**config.mk**
```make
export PLATFORM = sky130hd
export DESIGN_NAME = low_power_mode_control
export DESIGN_NICKNAME = d
export VERILOG_FILES = /design/src/shared/lpm_pkg.sv /design/src/rtl/lp_wake_qualify.sv /design/src/rtl/lp_regs.sv /design/src/rtl/low_power_mode_control.sv
export SDC_FILE = /design/constraint.sdc
export NUM_CORES = 1
export LEC_CHECK = 0
export BUFFER_PORTS_ARGS = -buffer_cell sky130_fd_sc_hd__buf_2
export CORE_AREA = 2 2 72 74
export CTS_BUF_LIST = sky130_fd_sc_hd__clkbuf_2 sky130_fd_sc_hd__clkbuf_4 sky130_fd_sc_hd__clkbuf_8
export DETAILED_ROUTE_END_ITERATION = 16
export DIE_AREA = 0 0 74 76
export GPL_TIMING_DRIVEN = 0
export PLACE_DENSITY = 0.79
export REMOVE_ABC_BUFFERS = 1
export SLEW_MARGIN = 20
export SYNTH_ARGS = -nofsm -noshare
export SYNTH_HDL_FRONTEND = slang
export SYNTH_SLANG_ARGS = --single-unit
export TNS_END_PERCENT = 100
```
**constraint.sdc**
```tcl
create_clock -name clk_sys_in -period 2.26 [get_ports clk_sys_in]
set_input_delay 0.113 -clock clk_sys_in [delete_from_list [all_inputs] [get_ports clk_sys_in]]
set_output_delay 0.113 -clock clk_sys_in [all_outputs]
set_load 0.02 [all_outputs]
```
**src/shared/lpm_pkg.sv**
```systemverilog
// Functional notes
// - sleep mode select 11 stop, 10 wait, 01 doze, 00 run.
// - sleep mode select is readable and writable in every mode.
// - clock output stop gate bit 3: 0 pin runs in stop, 1 stops.
// - only a stop instruction enters low power; mode follows the select field.
// - any low-power mode idles the cpu and stops that mode's clocks.
// - in stop the system clock is held stopped low.
// - stop entered only if stop permit is already set at the instruction.
// - leave low power to run only on reset or valid enabled interrupt.
// - waking priority must be strictly above the wake priority threshold; threshold 111 here still admits level seven.
// - waking priority must be above the cpu status mask level.
// - waking request must be unmasked and enabled at its source.
// - wait stops only cpu and memory clocks; peripherals may wake.
// - doze halts cpu like wait; peripherals follow own doze behaviour.
// - stop halts the cpu and every system clock; peripherals cease.
// - after stop, peripherals keep their state and continue.
// - stop disables the dram controller and its refresh counter.
// - a software-disabled peripheral stays disabled in every low-power mode.
// - threshold 000 any, 001..101 need two..six, 11x needs seven.
// - stop permit bit 7: 0 blocks stop entry, 1 permits it.
package lpm_pkg;

    // ==========================================================
    // register map
    localparam int ADDR_W = 4;
    localparam int DATA_W = 8;
    localparam int NUM_PERIPH = 8;
    localparam logic [3:0] OFS_LOW_POWER_CONTROL = 4'h0;
    localparam logic [3:0] OFS_LOW_POWER_IRQ_CONTROL = 4'h1;
    localparam logic [3:0] OFS_PERIPH_DISABLE = 4'h2;
    localparam logic [3:0] OFS_STATUS = 4'h3;

    // ==========================================================
    // field positions
    localparam int SMS_HI = 7;
    localparam int SMS_LO = 6;
    localparam int COSG_BIT = 3;
    localparam int STOP_PERMIT_BIT = 7;
    localparam int WPT_HI = 6;
    localparam int WPT_LO = 4;

    // ==========================================================
    // reset values and writable bits
    localparam logic [7:0] LPC_RST = 8'h00;
    localparam logic [7:0] LPIC_RST = 8'h00;
    localparam logic [7:0] PDIS_RST = 8'h00;
    localparam logic [7:0] LPC_WR_MASK = 8'hc8;
    localparam logic [7:0] LPIC_WR_MASK = 8'hf0;

    // ==========================================================
    // sleep mode codes
    localparam logic [1:0] MODE_STOP = 2'h3;
    localparam logic [1:0] MODE_WAIT = 2'h2;
    localparam logic [1:0] MODE_DOZE = 2'h1;
    localparam logic [1:0] MODE_RUN = 2'h0;

    typedef enum logic [3:0] {
        ST_RUN = 4'h1,
        ST_DOZE = 4'h2,
        ST_WAIT = 4'h4,
        ST_STOP = 4'h8
    } lp_state_t;

    // lowest request level that passes a threshold code
    function automatic logic [2:0] min_wake_level(input logic [2:0] code);
        if (code >= 3'h6) begin
            return 3'h7;
        end
        return 3'(code + 3'h1);
    endfunction

endpackage

```
**src/rtl/lp_wake_qualify.sv**
```systemverilog
`timescale 1ns/1ps
module lp_wake_qualify
    import lpm_pkg::*;
(
    // interrupt request
    input wire logic [2:0] irq_level_in,
    input wire logic irq_unmasked_in,
    input wire logic irq_src_en_in,
    // qualifiers
    input wire logic [2:0] cpu_mask_level_in,
    input wire logic [2:0] threshold_in,
    // result
    output logic wake_irq_out
);

    logic above_thresh;
    logic above_mask;
    logic enabled;

    // ==========================================================
    // combinational so a request can wake while clocks are gated
    always_comb begin
        above_thresh = irq_level_in >= min_wake_level(threshold_in);
        above_mask = irq_level_in > cpu_mask_level_in;
        enabled = irq_unmasked_in && irq_src_en_in;
        wake_irq_out = above_thresh && above_mask && enabled;
    end

endmodule

```
**src/rtl/lp_regs.sv**
```systemverilog
`timescale 1ns/1ps
module lp_regs
    import lpm_pkg::*;
(
    // clock and reset
    input wire logic clk_sys_in,
    input wire logic rst_in,
    // register port
    input wire logic [ADDR_W-1:0] reg_addr_in,
    input wire logic [DATA_W-1:0] reg_wdata_in,
    input wire logic reg_wr_in,
    input wire logic reg_rd_in,
    output logic [DATA_W-1:0] reg_rdata_out,
    // block side
    input wire logic [3:0] status_in,
    output logic [7:0] lpc_out,
    output logic [7:0] lpic_out,
    output logic [NUM_PERIPH-1:0] pdis_out
);

    typedef struct packed {
        logic [7:0] lpc;
        logic [7:0] lpic;
        logic [NUM_PERIPH-1:0] pdis;
        logic [DATA_W-1:0] rdata;
    } regs_t;

    localparam regs_t REGS_RST = '{LPC_RST, LPIC_RST, PDIS_RST, 8'h00};

    regs_t r_reg;
    regs_t r_next;

    // ==========================================================
    // access is never gated by the power state
    always_comb begin
        r_next = r_reg;
        r_next.rdata = 8'h00;
        if (reg_wr_in) begin
            if (reg_addr_in == OFS_LOW_POWER_CONTROL) begin
                r_next.lpc = reg_wdata_in & LPC_WR_MASK;
            end else if (reg_addr_in == OFS_LOW_POWER_IRQ_CONTROL) begin
                r_next.lpic = reg_wdata_in & LPIC_WR_MASK;
            end else if (reg_addr_in == OFS_PERIPH_DISABLE) begin
                r_next.pdis = reg_wdata_in;
            end
        end
        if (reg_rd_in) begin
            if (reg_addr_in == OFS_LOW_POWER_CONTROL) begin
                r_next.rdata = r_reg.lpc;
            end else if (reg_addr_in == OFS_LOW_POWER_IRQ_CONTROL) begin
                r_next.rdata = r_reg.lpic;
            end else if (reg_addr_in == OFS_PERIPH_DISABLE) begin
                r_next.rdata = r_reg.pdis;
            end else if (reg_addr_in == OFS_STATUS) begin
                r_next.rdata = {4'h0, status_in};
            end
        end
    end

    always_ff @(posedge clk_sys_in) begin
        if (rst_in) begin
            r_reg <= REGS_RST;
        end else begin
            r_reg <= r_next;
        end
    end

    assign lpc_out = r_reg.lpc;
    assign lpic_out = r_reg.lpic;
    assign pdis_out = r_reg.pdis;
    assign reg_rdata_out = r_reg.rdata;

endmodule

```
**src/rtl/low_power_mode_control.sv**
```systemverilog
// Decided for this implementation: the address map and the strobed register port.
`timescale 1ns/1ps
module low_power_mode_control
    import lpm_pkg::*;
(
    // clock and reset
    input wire logic clk_sys_in,
    input wire logic rst_in,
    // register port
    input wire logic [ADDR_W-1:0] reg_addr_in,
    input wire logic [DATA_W-1:0] reg_wdata_in,
    input wire logic reg_wr_in,
    input wire logic reg_rd_in,
    output logic [DATA_W-1:0] reg_rdata_out,
    // cpu core
    input wire logic stop_exec_in,
    input wire logic [2:0] cpu_mask_level_in,
    // interrupt controller
    input wire logic [2:0] irq_level_in,
    input wire logic irq_unmasked_in,
    input wire logic irq_src_en_in,
    // clock gating
    output logic cpu_clk_en_out,
    output logic mem_clk_en_out,
    output logic sys_clk_en_out,
    output logic [NUM_PERIPH-1:0] periph_clk_en_out,
    output logic periph_doze_out,
    output logic clock_output_pin_en_out,
    // system
    output logic dram_ctrl_stop_out,
    output logic wake_out
);

    typedef struct packed {
        lp_state_t state;
        logic cpu_en;
        logic mem_en;
        logic sys_en;
        logic doze;
        logic pin_clk_en;
        logic dram_stop;
        logic wake;
        logic [NUM_PERIPH-1:0] periph_en;
    } ctl_t;

    localparam ctl_t CTL_RST = '{
        ST_RUN, 1'b1, 1'b1, 1'b1, 1'b0, 1'b1, 1'b0, 1'b0, ~PDIS_RST
    };

    ctl_t c_reg;
    ctl_t c_next;

    logic [7:0] lpc;
    logic [7:0] lpic;
    logic [NUM_PERIPH-1:0] pdis;
    logic [1:0] sms;
    logic cosg;
    logic permit;
    logic [2:0] thresh;
    logic wake_irq;
    logic in_low_power;

    // ==========================================================
    // registers
    lp_regs u_regs (
        .clk_sys_in(clk_sys_in),
        .rst_in(rst_in),
        .reg_addr_in(reg_addr_in),
        .reg_wdata_in(reg_wdata_in),
        .reg_wr_in(reg_wr_in),
        .reg_rd_in(reg_rd_in),
        .reg_rdata_out(reg_rdata_out),
        .status_in(c_reg.state),
        .lpc_out(lpc),
        .lpic_out(lpic),
        .pdis_out(pdis)
    );

    assign sms = lpc[SMS_HI:SMS_LO];
    assign cosg = lpc[COSG_BIT];
    assign permit = lpic[STOP_PERMIT_BIT];
    assign thresh = lpic[WPT_HI:WPT_LO];

    // ==========================================================
    // wake qualification
    lp_wake_qualify u_wake (
        .irq_level_in(irq_level_in),
        .irq_unmasked_in(irq_unmasked_in),
        .irq_src_en_in(irq_src_en_in),
        .cpu_mask_level_in(cpu_mask_level_in),
        .threshold_in(thresh),
        .wake_irq_out(wake_irq)
    );

    assign in_low_power = c_reg.state != ST_RUN;

    // ==========================================================
    // mode sequencer
    // the select field is sampled only at the stop instruction, so a
    // later write cannot retarget a mode already entered
    always_comb begin
        c_next = c_reg;
        c_next.wake = 1'b0;
        case (c_reg.state)
            ST_RUN: begin
                if (stop_exec_in) begin
                    case (sms)
                        MODE_DOZE: begin
                            c_next.state = ST_DOZE;
                        end
                        MODE_WAIT: begin
                            c_next.state = ST_WAIT;
                        end
                        MODE_STOP: begin
                            if (permit) begin
                                c_next.state = ST_STOP;
                            end
                        end
                        default: begin
                            c_next.state = ST_RUN;
                        end
                    endcase
                end
            end
            ST_DOZE, ST_WAIT, ST_STOP: begin
                // no reset on exit: peripheral state is retained
                if (wake_irq) begin
                    c_next.state = ST_RUN;
                    c_next.wake = 1'b1;
                end
            end
            default: begin
                c_next.state = ST_RUN;
            end
        endcase
        // enables follow the next state so they line up with it
        c_next.cpu_en = c_next.state == ST_RUN;
        c_next.mem_en = c_next.state == ST_RUN;
        c_next.sys_en = c_next.state != ST_STOP;
        c_next.doze = c_next.state == ST_DOZE;
        c_next.pin_clk_en = !(c_next.state == ST_STOP && cosg);
        c_next.dram_stop = c_next.state == ST_STOP;
        // disable bits are never overridden by a wake
        c_next.periph_en = c_next.sys_en ? ~pdis : '0;
    end

    // reset of any kind returns the block to run
    always_ff @(posedge clk_sys_in) begin
        if (rst_in) begin
            c_reg <= CTL_RST;
        end else begin
            c_reg <= c_next;
        end
    end

    assign cpu_clk_en_out = c_reg.cpu_en;
    assign mem_clk_en_out = c_reg.mem_en;
    assign sys_clk_en_out = c_reg.sys_en;
    assign periph_clk_en_out = c_reg.periph_en;
    assign periph_doze_out = c_reg.doze;
    assign clock_output_pin_en_out = c_reg.pin_clk_en;
    assign dram_ctrl_stop_out = c_reg.dram_stop;
    assign wake_out = c_reg.wake;
endmodule

```
==> impl_metrics.env, run 1 <==
export IMPL_gp_congestion=0.8797
export IMPL_finalPower_w=0.001360
export IMPL_antennaDiodeCount=0
export IMPL_synth_edff_count=0
export IMPL_wl_per_cell_um=14.70
export IMPL_max_slew_margin_rel_pct=46.63
export IMPL_cts_max_level=2
export IMPL_crit_type="reg -> reg"
export IMPL_tightest_slew_ps=799.8
export IMPL_setup_ws_ps=56.13
export IMPL_numPortBuffers=47
export IMPL_layout_drive_gt1_share_pct=30.29
export IMPL_clkTransAtPathRegs_ps=70
export IMPL_cellPowerDensity_mw_per_mm2=499.2
export IMPL_hold_viol=0
export IMPL_status="finished, final reports clean"
export IMPL_period_needed_ps=2204
export IMPL_die_x_um=74
export IMPL_grt_ovfl_total=0
export IMPL_num_vias=1945
export IMPL_synth_top_area_share_pct=38.41
export IMPL_worstSkewPairLatency_ps=300
export IMPL_crit_path_end_kind="flop"
export IMPL_cp_start_kind="flop"
export IMPL_grt_pass1_vias=1763
export IMPL_grt_max_degree=39
export IMPL_grt_pass1_wl_mm=8.010
export IMPL_period_share_pct=97.52
export IMPL_setup_viol=0
export IMPL_syn_cell_area_mm2=0.002137
export IMPL_root_buffer="clkbuf_8"
export IMPL_drc=0
export IMPL_nNetsFinal=307
export IMPL_cts_buffers=5
export IMPL_ys_seq_area_share_pct=38.41
export IMPL_start_util_pct=43.50
export IMPL_antenna_found_initial=0
export IMPL_coreArea_mm2=0.004912
export IMPL_yosysWarnings=0
export IMPL_utilization_pct=55.48
export IMPL_io_pins=48
export IMPL_dpl_hpwl_mm=3.463
export IMPL_die_area_mm2=0.005624
export IMPL_ir_drop_v=0.0003693
export IMPL_ys_types=45
export IMPL_clock_skew_final_ps=1.795
export IMPL_power_leakage_nw=1.076
export IMPL_drv_slew=0
export IMPL_ys_ff_latch=41
export IMPL_cp_arrival_ps=2410
export IMPL_clock_sinks=41
export IMPL_synth_ff_type="dfxtp_1"
export IMPL_yosysTopAreaCell="dfxtp_1"
export IMPL_cap_violations=0
export IMPL_cp_max_fo=8
export IMPL_grt_usage_pct=18.06
export IMPL_cts_tree="built"
export IMPL_hold_buffers=0
export IMPL_fmax_mhz=453.7
export IMPL_ys_top_cells_by_area="dfxtp_1, mux2i_1, nor2_1"
export IMPL_placed_cell_area_mm2=0.002359
export IMPL_dp_slack_ps=-219.6
export IMPL_fin_hold_ws_ps=52.90
export IMPL_async_reset_ff_share_pct=0
export IMPL_synthCells=234
export IMPL_routed_via_density=5.654
export IMPL_clk_path_buf_depth=2
export IMPL_first_pass_iters=4
export IMPL_cp_required_ps=2470
export IMPL_routed_wirelength_mm=5.057
export IMPL_area_delta_synth_final_pct=27.52
export IMPL_final_common_cell="buf_2"
export IMPL_final_cell_mix="buf_2, dfxtp_1, nor2_1"
export IMPL_rows=26
export IMPL_syn_avg_cell_area_um2=9.133
export IMPL_ant_nets=0
export IMPL_hp_class="in -> reg"
export IMPL_first_iter_violations=156
export IMPL_chipHeight_um=76
export IMPL_design_area_mm2=0.002725
-- synthesized netlist by cell type (7+ instances only) --
library cell   n
mux2i_1       19
nand2b_1       7
buf_4          9
inv_1         10
nor2_1        28
nor2b_1       15
dfxtp_1       41
ha_1           8
a2111oi_0      9
nand4_1        9
clkbuf_1       7
o311ai_0       9
nand3_1       13
-- area by class of cell --
type                    instances  area [µm²]
repair buffers                 51       277.8
clock buffers                   6       82.58
flip-flops and latches         41       828.3
inverters                      11       43.79
fillers                       433        2187
clock inverters                 1       7.507
well taps                      70       87.58
multi-input cells             164        1398
-- layer usage --
layer | routed length [µm] | GRT usage (%) | up-vias | share of wire (%)
met5 | 0 | 0 | - | 0
met4 | 81 | 6.364 | 0 | 1.6
met2 | 2509 | 27.77 | 65 | 50
met1 | 2153 | 23.38 | 924 | 43
met3 | 312 | 6.085 | 10 | 6.2
li1 | - | - | 946 | -
-- worst max-delay path, cell delays in order (launching register included) --
cell	delay [ps]
dfxtp_4	370
inv_4	60
ha_4	120
nor2_1	40
nand3_1	90
o21ai_2	60
ha_1	320
o21ai_4	70
o21ba_4	240
o31a_1	330
buf_12	170
o311ai_4	240
-- power by group --
group / internal (W) / switching, W / total (W)
combinational: 0.0000604 / 0.0000809 / 0.000141
sequential: 0.000724 / 0.00000569 / 0.000730
clock: 0.000241 / 0.000248 / 0.000489
total: 0.00103 / 0.000335 / 0.00136
-- cell families after synthesis --
group	after synthesis	synth area share, %
AOI/OAI and AO/OA	46	17.16
muxes	19	8.899
DFF	41	38.41
and+or+nand+nor	90	23.77
xor gates and xnor gates	1	0.4099
buffers and inverters	29	6.675
adders and majority gates	8	4.684
-- worst paths after layout --
| check | from | to | slack [ps] | depth (start not counted) |
|---|---|---|---|---|
| worst max-delay path | u_regs.lpic_out[4]$_SDFFE_PP0P_ | periph_clk_en_out[4]$_SDFF_PP1_ | 60 | 11 |
| worst min-delay path | reg_wdata_in[2] | u_regs.pdis_out[2]$_SDFFE_PP0P_ | 50 | 3 |
| worst max register to register | u_regs.lpic_out[4]$_SDFFE_PP0P_ | periph_clk_en_out[4]$_SDFF_PP1_ | 60 | 11 |
| worst min register to register | u_regs.lpc_out[3]$_SDFFE_PP0P_ | u_regs.lpc_out[3]$_SDFFE_PP0P_ | 540 | 2 |
-- through the flow --
step                      std cells  setup TNS (ps)
after floorplan                 216               0
after global placement          333           -1194
after detailed placement        333           -1972
after CTS                       341               0
after global routing            344          -14.75
final                           344               0
-- repair_timing --
| action | CTS | global route |
|---|---|---|
| resized for setup | 17 | 33 |
| pin swaps | 2 | 15 |
| setup buffers | 1 | 3 |
| cloned | 0 | 0 |
| endpoints found under the setup margin | 15 | 15 |
(Power assumes the default switching activity.)
==> run 2, diff against run 1 <==
--- a/config.mk
+++ b/config.mk
@@ -10,7 +10,6 @@
 export CTS_BUF_LIST = sky130_fd_sc_hd__clkbuf_2 sky130_fd_sc_hd__clkbuf_4 sky130_fd_sc_hd__clkbuf_8
 export DETAILED_ROUTE_END_ITERATION = 16
 export DIE_AREA = 0 0 74 76
-export GPL_TIMING_DRIVEN = 0
 export PLACE_DENSITY = 0.79
 export REMOVE_ABC_BUFFERS = 1
 export SLEW_MARGIN = 20
==> impl_metrics.env, run 2 (synthesized netlist as in run 1, its figures left out) <==
export IMPL_layout_drive_gt1_share_pct=29.79
export IMPL_cellPowerDensity_mw_per_mm2=583.0
export IMPL_comb_power_share_pct=8.8
export IMPL_io_pins=48
export IMPL_num_vias=1943
export IMPL_setup_viol=0
export IMPL_tightest_slew_ps=789.4
export IMPL_routed_via_density=5.520
export IMPL_setup_ws_ps=49.45
export IMPL_met2_usage_pct=26.96
export IMPL_sw_frac_of_total_pct=21.94
export IMPL_die_area_mm2=0.005624
export IMPL_period_share_pct=97.81
export IMPL_grt_pass1_vias=1755
export IMPL_placed_cell_area_mm2=0.002426
export IMPL_nNetsFinal=314
export IMPL_utilization_pct=55.07
export IMPL_power_frac_clock_pct=44.9
export IMPL_area_delta_synth_final_pct=26.58
export IMPL_cpMaxStageDelayCell="dfxtp_2"
export IMPL_cp_arrival_ps=2400
export IMPL_rows=26
export IMPL_slowest_delay_ps=330
export IMPL_crit_path_end_kind="flop"
export IMPL_cts_tree="built"
export IMPL_r2r_cells=10
export IMPL_p_sw_w=0.0003460
export IMPL_routed_wirelength_mm=5.022
export IMPL_clk_path_buf_depth=2
export IMPL_wl_per_cell_um=14.27
export IMPL_hp_class="in -> reg"
export IMPL_grt_ovfl_total=0
export IMPL_hold_viol=0
export IMPL_grt_max_degree=30
export IMPL_clock_sinks=41
export IMPL_dp_slack_ps=-116.9
export IMPL_pwr_share_seq_pct=46.3
export IMPL_status="finished, final reports clean"
export IMPL_numPortBuffers=47
export IMPL_cp_start_kind="flop"
export IMPL_coreArea_mm2=0.004912
export IMPL_cap_violations=0
export IMPL_power_leakage_nw=1.123
export IMPL_first_pass_iters=4
export IMPL_final_seq_area_um2=825.8
export IMPL_min_path_cells=3
export IMPL_grt_pass1_wl_mm=7.845
export IMPL_antennaDiodeCount=0
export IMPL_chipHeight_um=76
export IMPL_ant_nets=0
export IMPL_crit_type="reg -> reg"
export IMPL_dpl_hpwl_mm=3.574
export IMPL_antenna_found_initial=0
export IMPL_nFillCells=448
export IMPL_final_common_cell="buf_2"
export IMPL_max_slew_margin_rel_pct=46.99
export IMPL_fmax_mhz=452.4
export IMPL_drv_slew=0
export IMPL_cp_required_ps=2450
export IMPL_start_util_pct=43.50
export IMPL_grtUsageMet1_pct=23.89
export IMPL_gp_congestion=0.8310
export IMPL_final_cell_mix="buf_2, dfxtp_1, nor2_1"
export IMPL_period_needed_ps=2211
export IMPL_design_area_mm2=0.002705
export IMPL_cp_max_fo=8
export IMPL_grt_usage_pct=17.62
export IMPL_worstSkewPairLatency_ps=300
export IMPL_clock_skew_final_ps=9.383
export IMPL_cts_max_level=2
export IMPL_grtUsageMet3_pct=4.101
export IMPL_ir_drop_v=0.0004079
export IMPL_cts_buffers=5
export IMPL_root_buffer="clkbuf_8"
export IMPL_first_iter_violations=190
export IMPL_gr_max_usage_layer="met2"
export IMPL_clkTransAtPathRegs_ps=80
export IMPL_p_int_w=0.001231
export IMPL_path_cells="buf_4 > ha_2 > nand3_1 > o21ai_1 > ha_1 > o21ai_2 > o21ba_4 > o31a_1 > buf_6 > o311ai_1"
export IMPL_drc=0
export IMPL_multiInputGateArea_mm2=0.001291
export IMPL_die_x_um=74
[run 2: layer usage]
layer  vias up  part of all wire [%]
met5         -                     0
met4         0                   1.6
met3        11                   7.4
met2        90                    48
met1       885                    43
li1        957                     -
[run 2: power groups by stage]
stage	Clock, W	Sequential [W]	Combinational (W)
2_1_floorplan	0	0.000748	0.0000630
3_3_place_gp	0	0.000748	0.000124
3_5_place_dp	0	0.000748	0.000127
4_1_cts	0.000716	0.000731	0.000128
5_1_grt	0.000746	0.000731	0.000153
6_report	0.000708	0.000730	0.000139
[run 2: critical path: cells and delay by family, from the launching register on]
| family | cells | cell delay, ps |
|---|---|---|
| AOI/OAI and AO/OA | 5 | 950 |
| adders and majority gates | 2 | 470 |
| buffers and inverters | 2 | 290 |
| DFF | 1 | 330 |
| and+or+nand+nor | 1 | 70 |
[run 2: final cells by class]
cell class	count	area share, %
Tap cell	70	3.238
Multi-Input combinational cell	164	47.73
Sequential cell	41	30.53
Inverter	11	1.526
Clock buffer	5	2.544
Timing Repair Buffer	58	11.89
Clock inverter	3	2.544
[run 2: per-stage QoR]
step                total power (W)  TNS (ps)  hold WS, ps  instances
finish                     0.001577         0        54.20        352
global route               0.001629    -81.57        53.88        352
CTS                        0.001575    -32.93        51.20        350
detailed placement        0.0008752    -599.8        367.8        342
global placement          0.0008717    -17.26        349.7        342
floorplan                 0.0008109         0        182.1        216
[run 2: path summary, 6_finish.rpt]
| check | from | end | slack (ps) |
|---|---|---|---|
| setup / recovery | u_regs.lpic_out[4]$_SDFFE_PP0P_ | periph_clk_en_out[4]$_SDFF_PP1_ | 50 |
| hold / removal | reg_wdata_in[0] | u_regs.pdis_out[0]$_SDFFE_PP0P_ | 50 |
| setup reg to reg | u_regs.lpic_out[4]$_SDFFE_PP0P_ | periph_clk_en_out[4]$_SDFF_PP1_ | 50 |
| hold reg to reg | u_regs.pdis_out[4]$_SDFFE_PP0P_ | u_regs.pdis_out[4]$_SDFFE_PP0P_ | 550 |
[run 2: timing repair]
item / in CTS / in global routing
endpoints found under the setup margin: 10 / 16
gates resized for setup: 8 / 25
buffers inserted: 0 / 2
hold buffers: 0 / 0
pin swaps: 3 / 6
hold endpoints to repair: 0 / 0
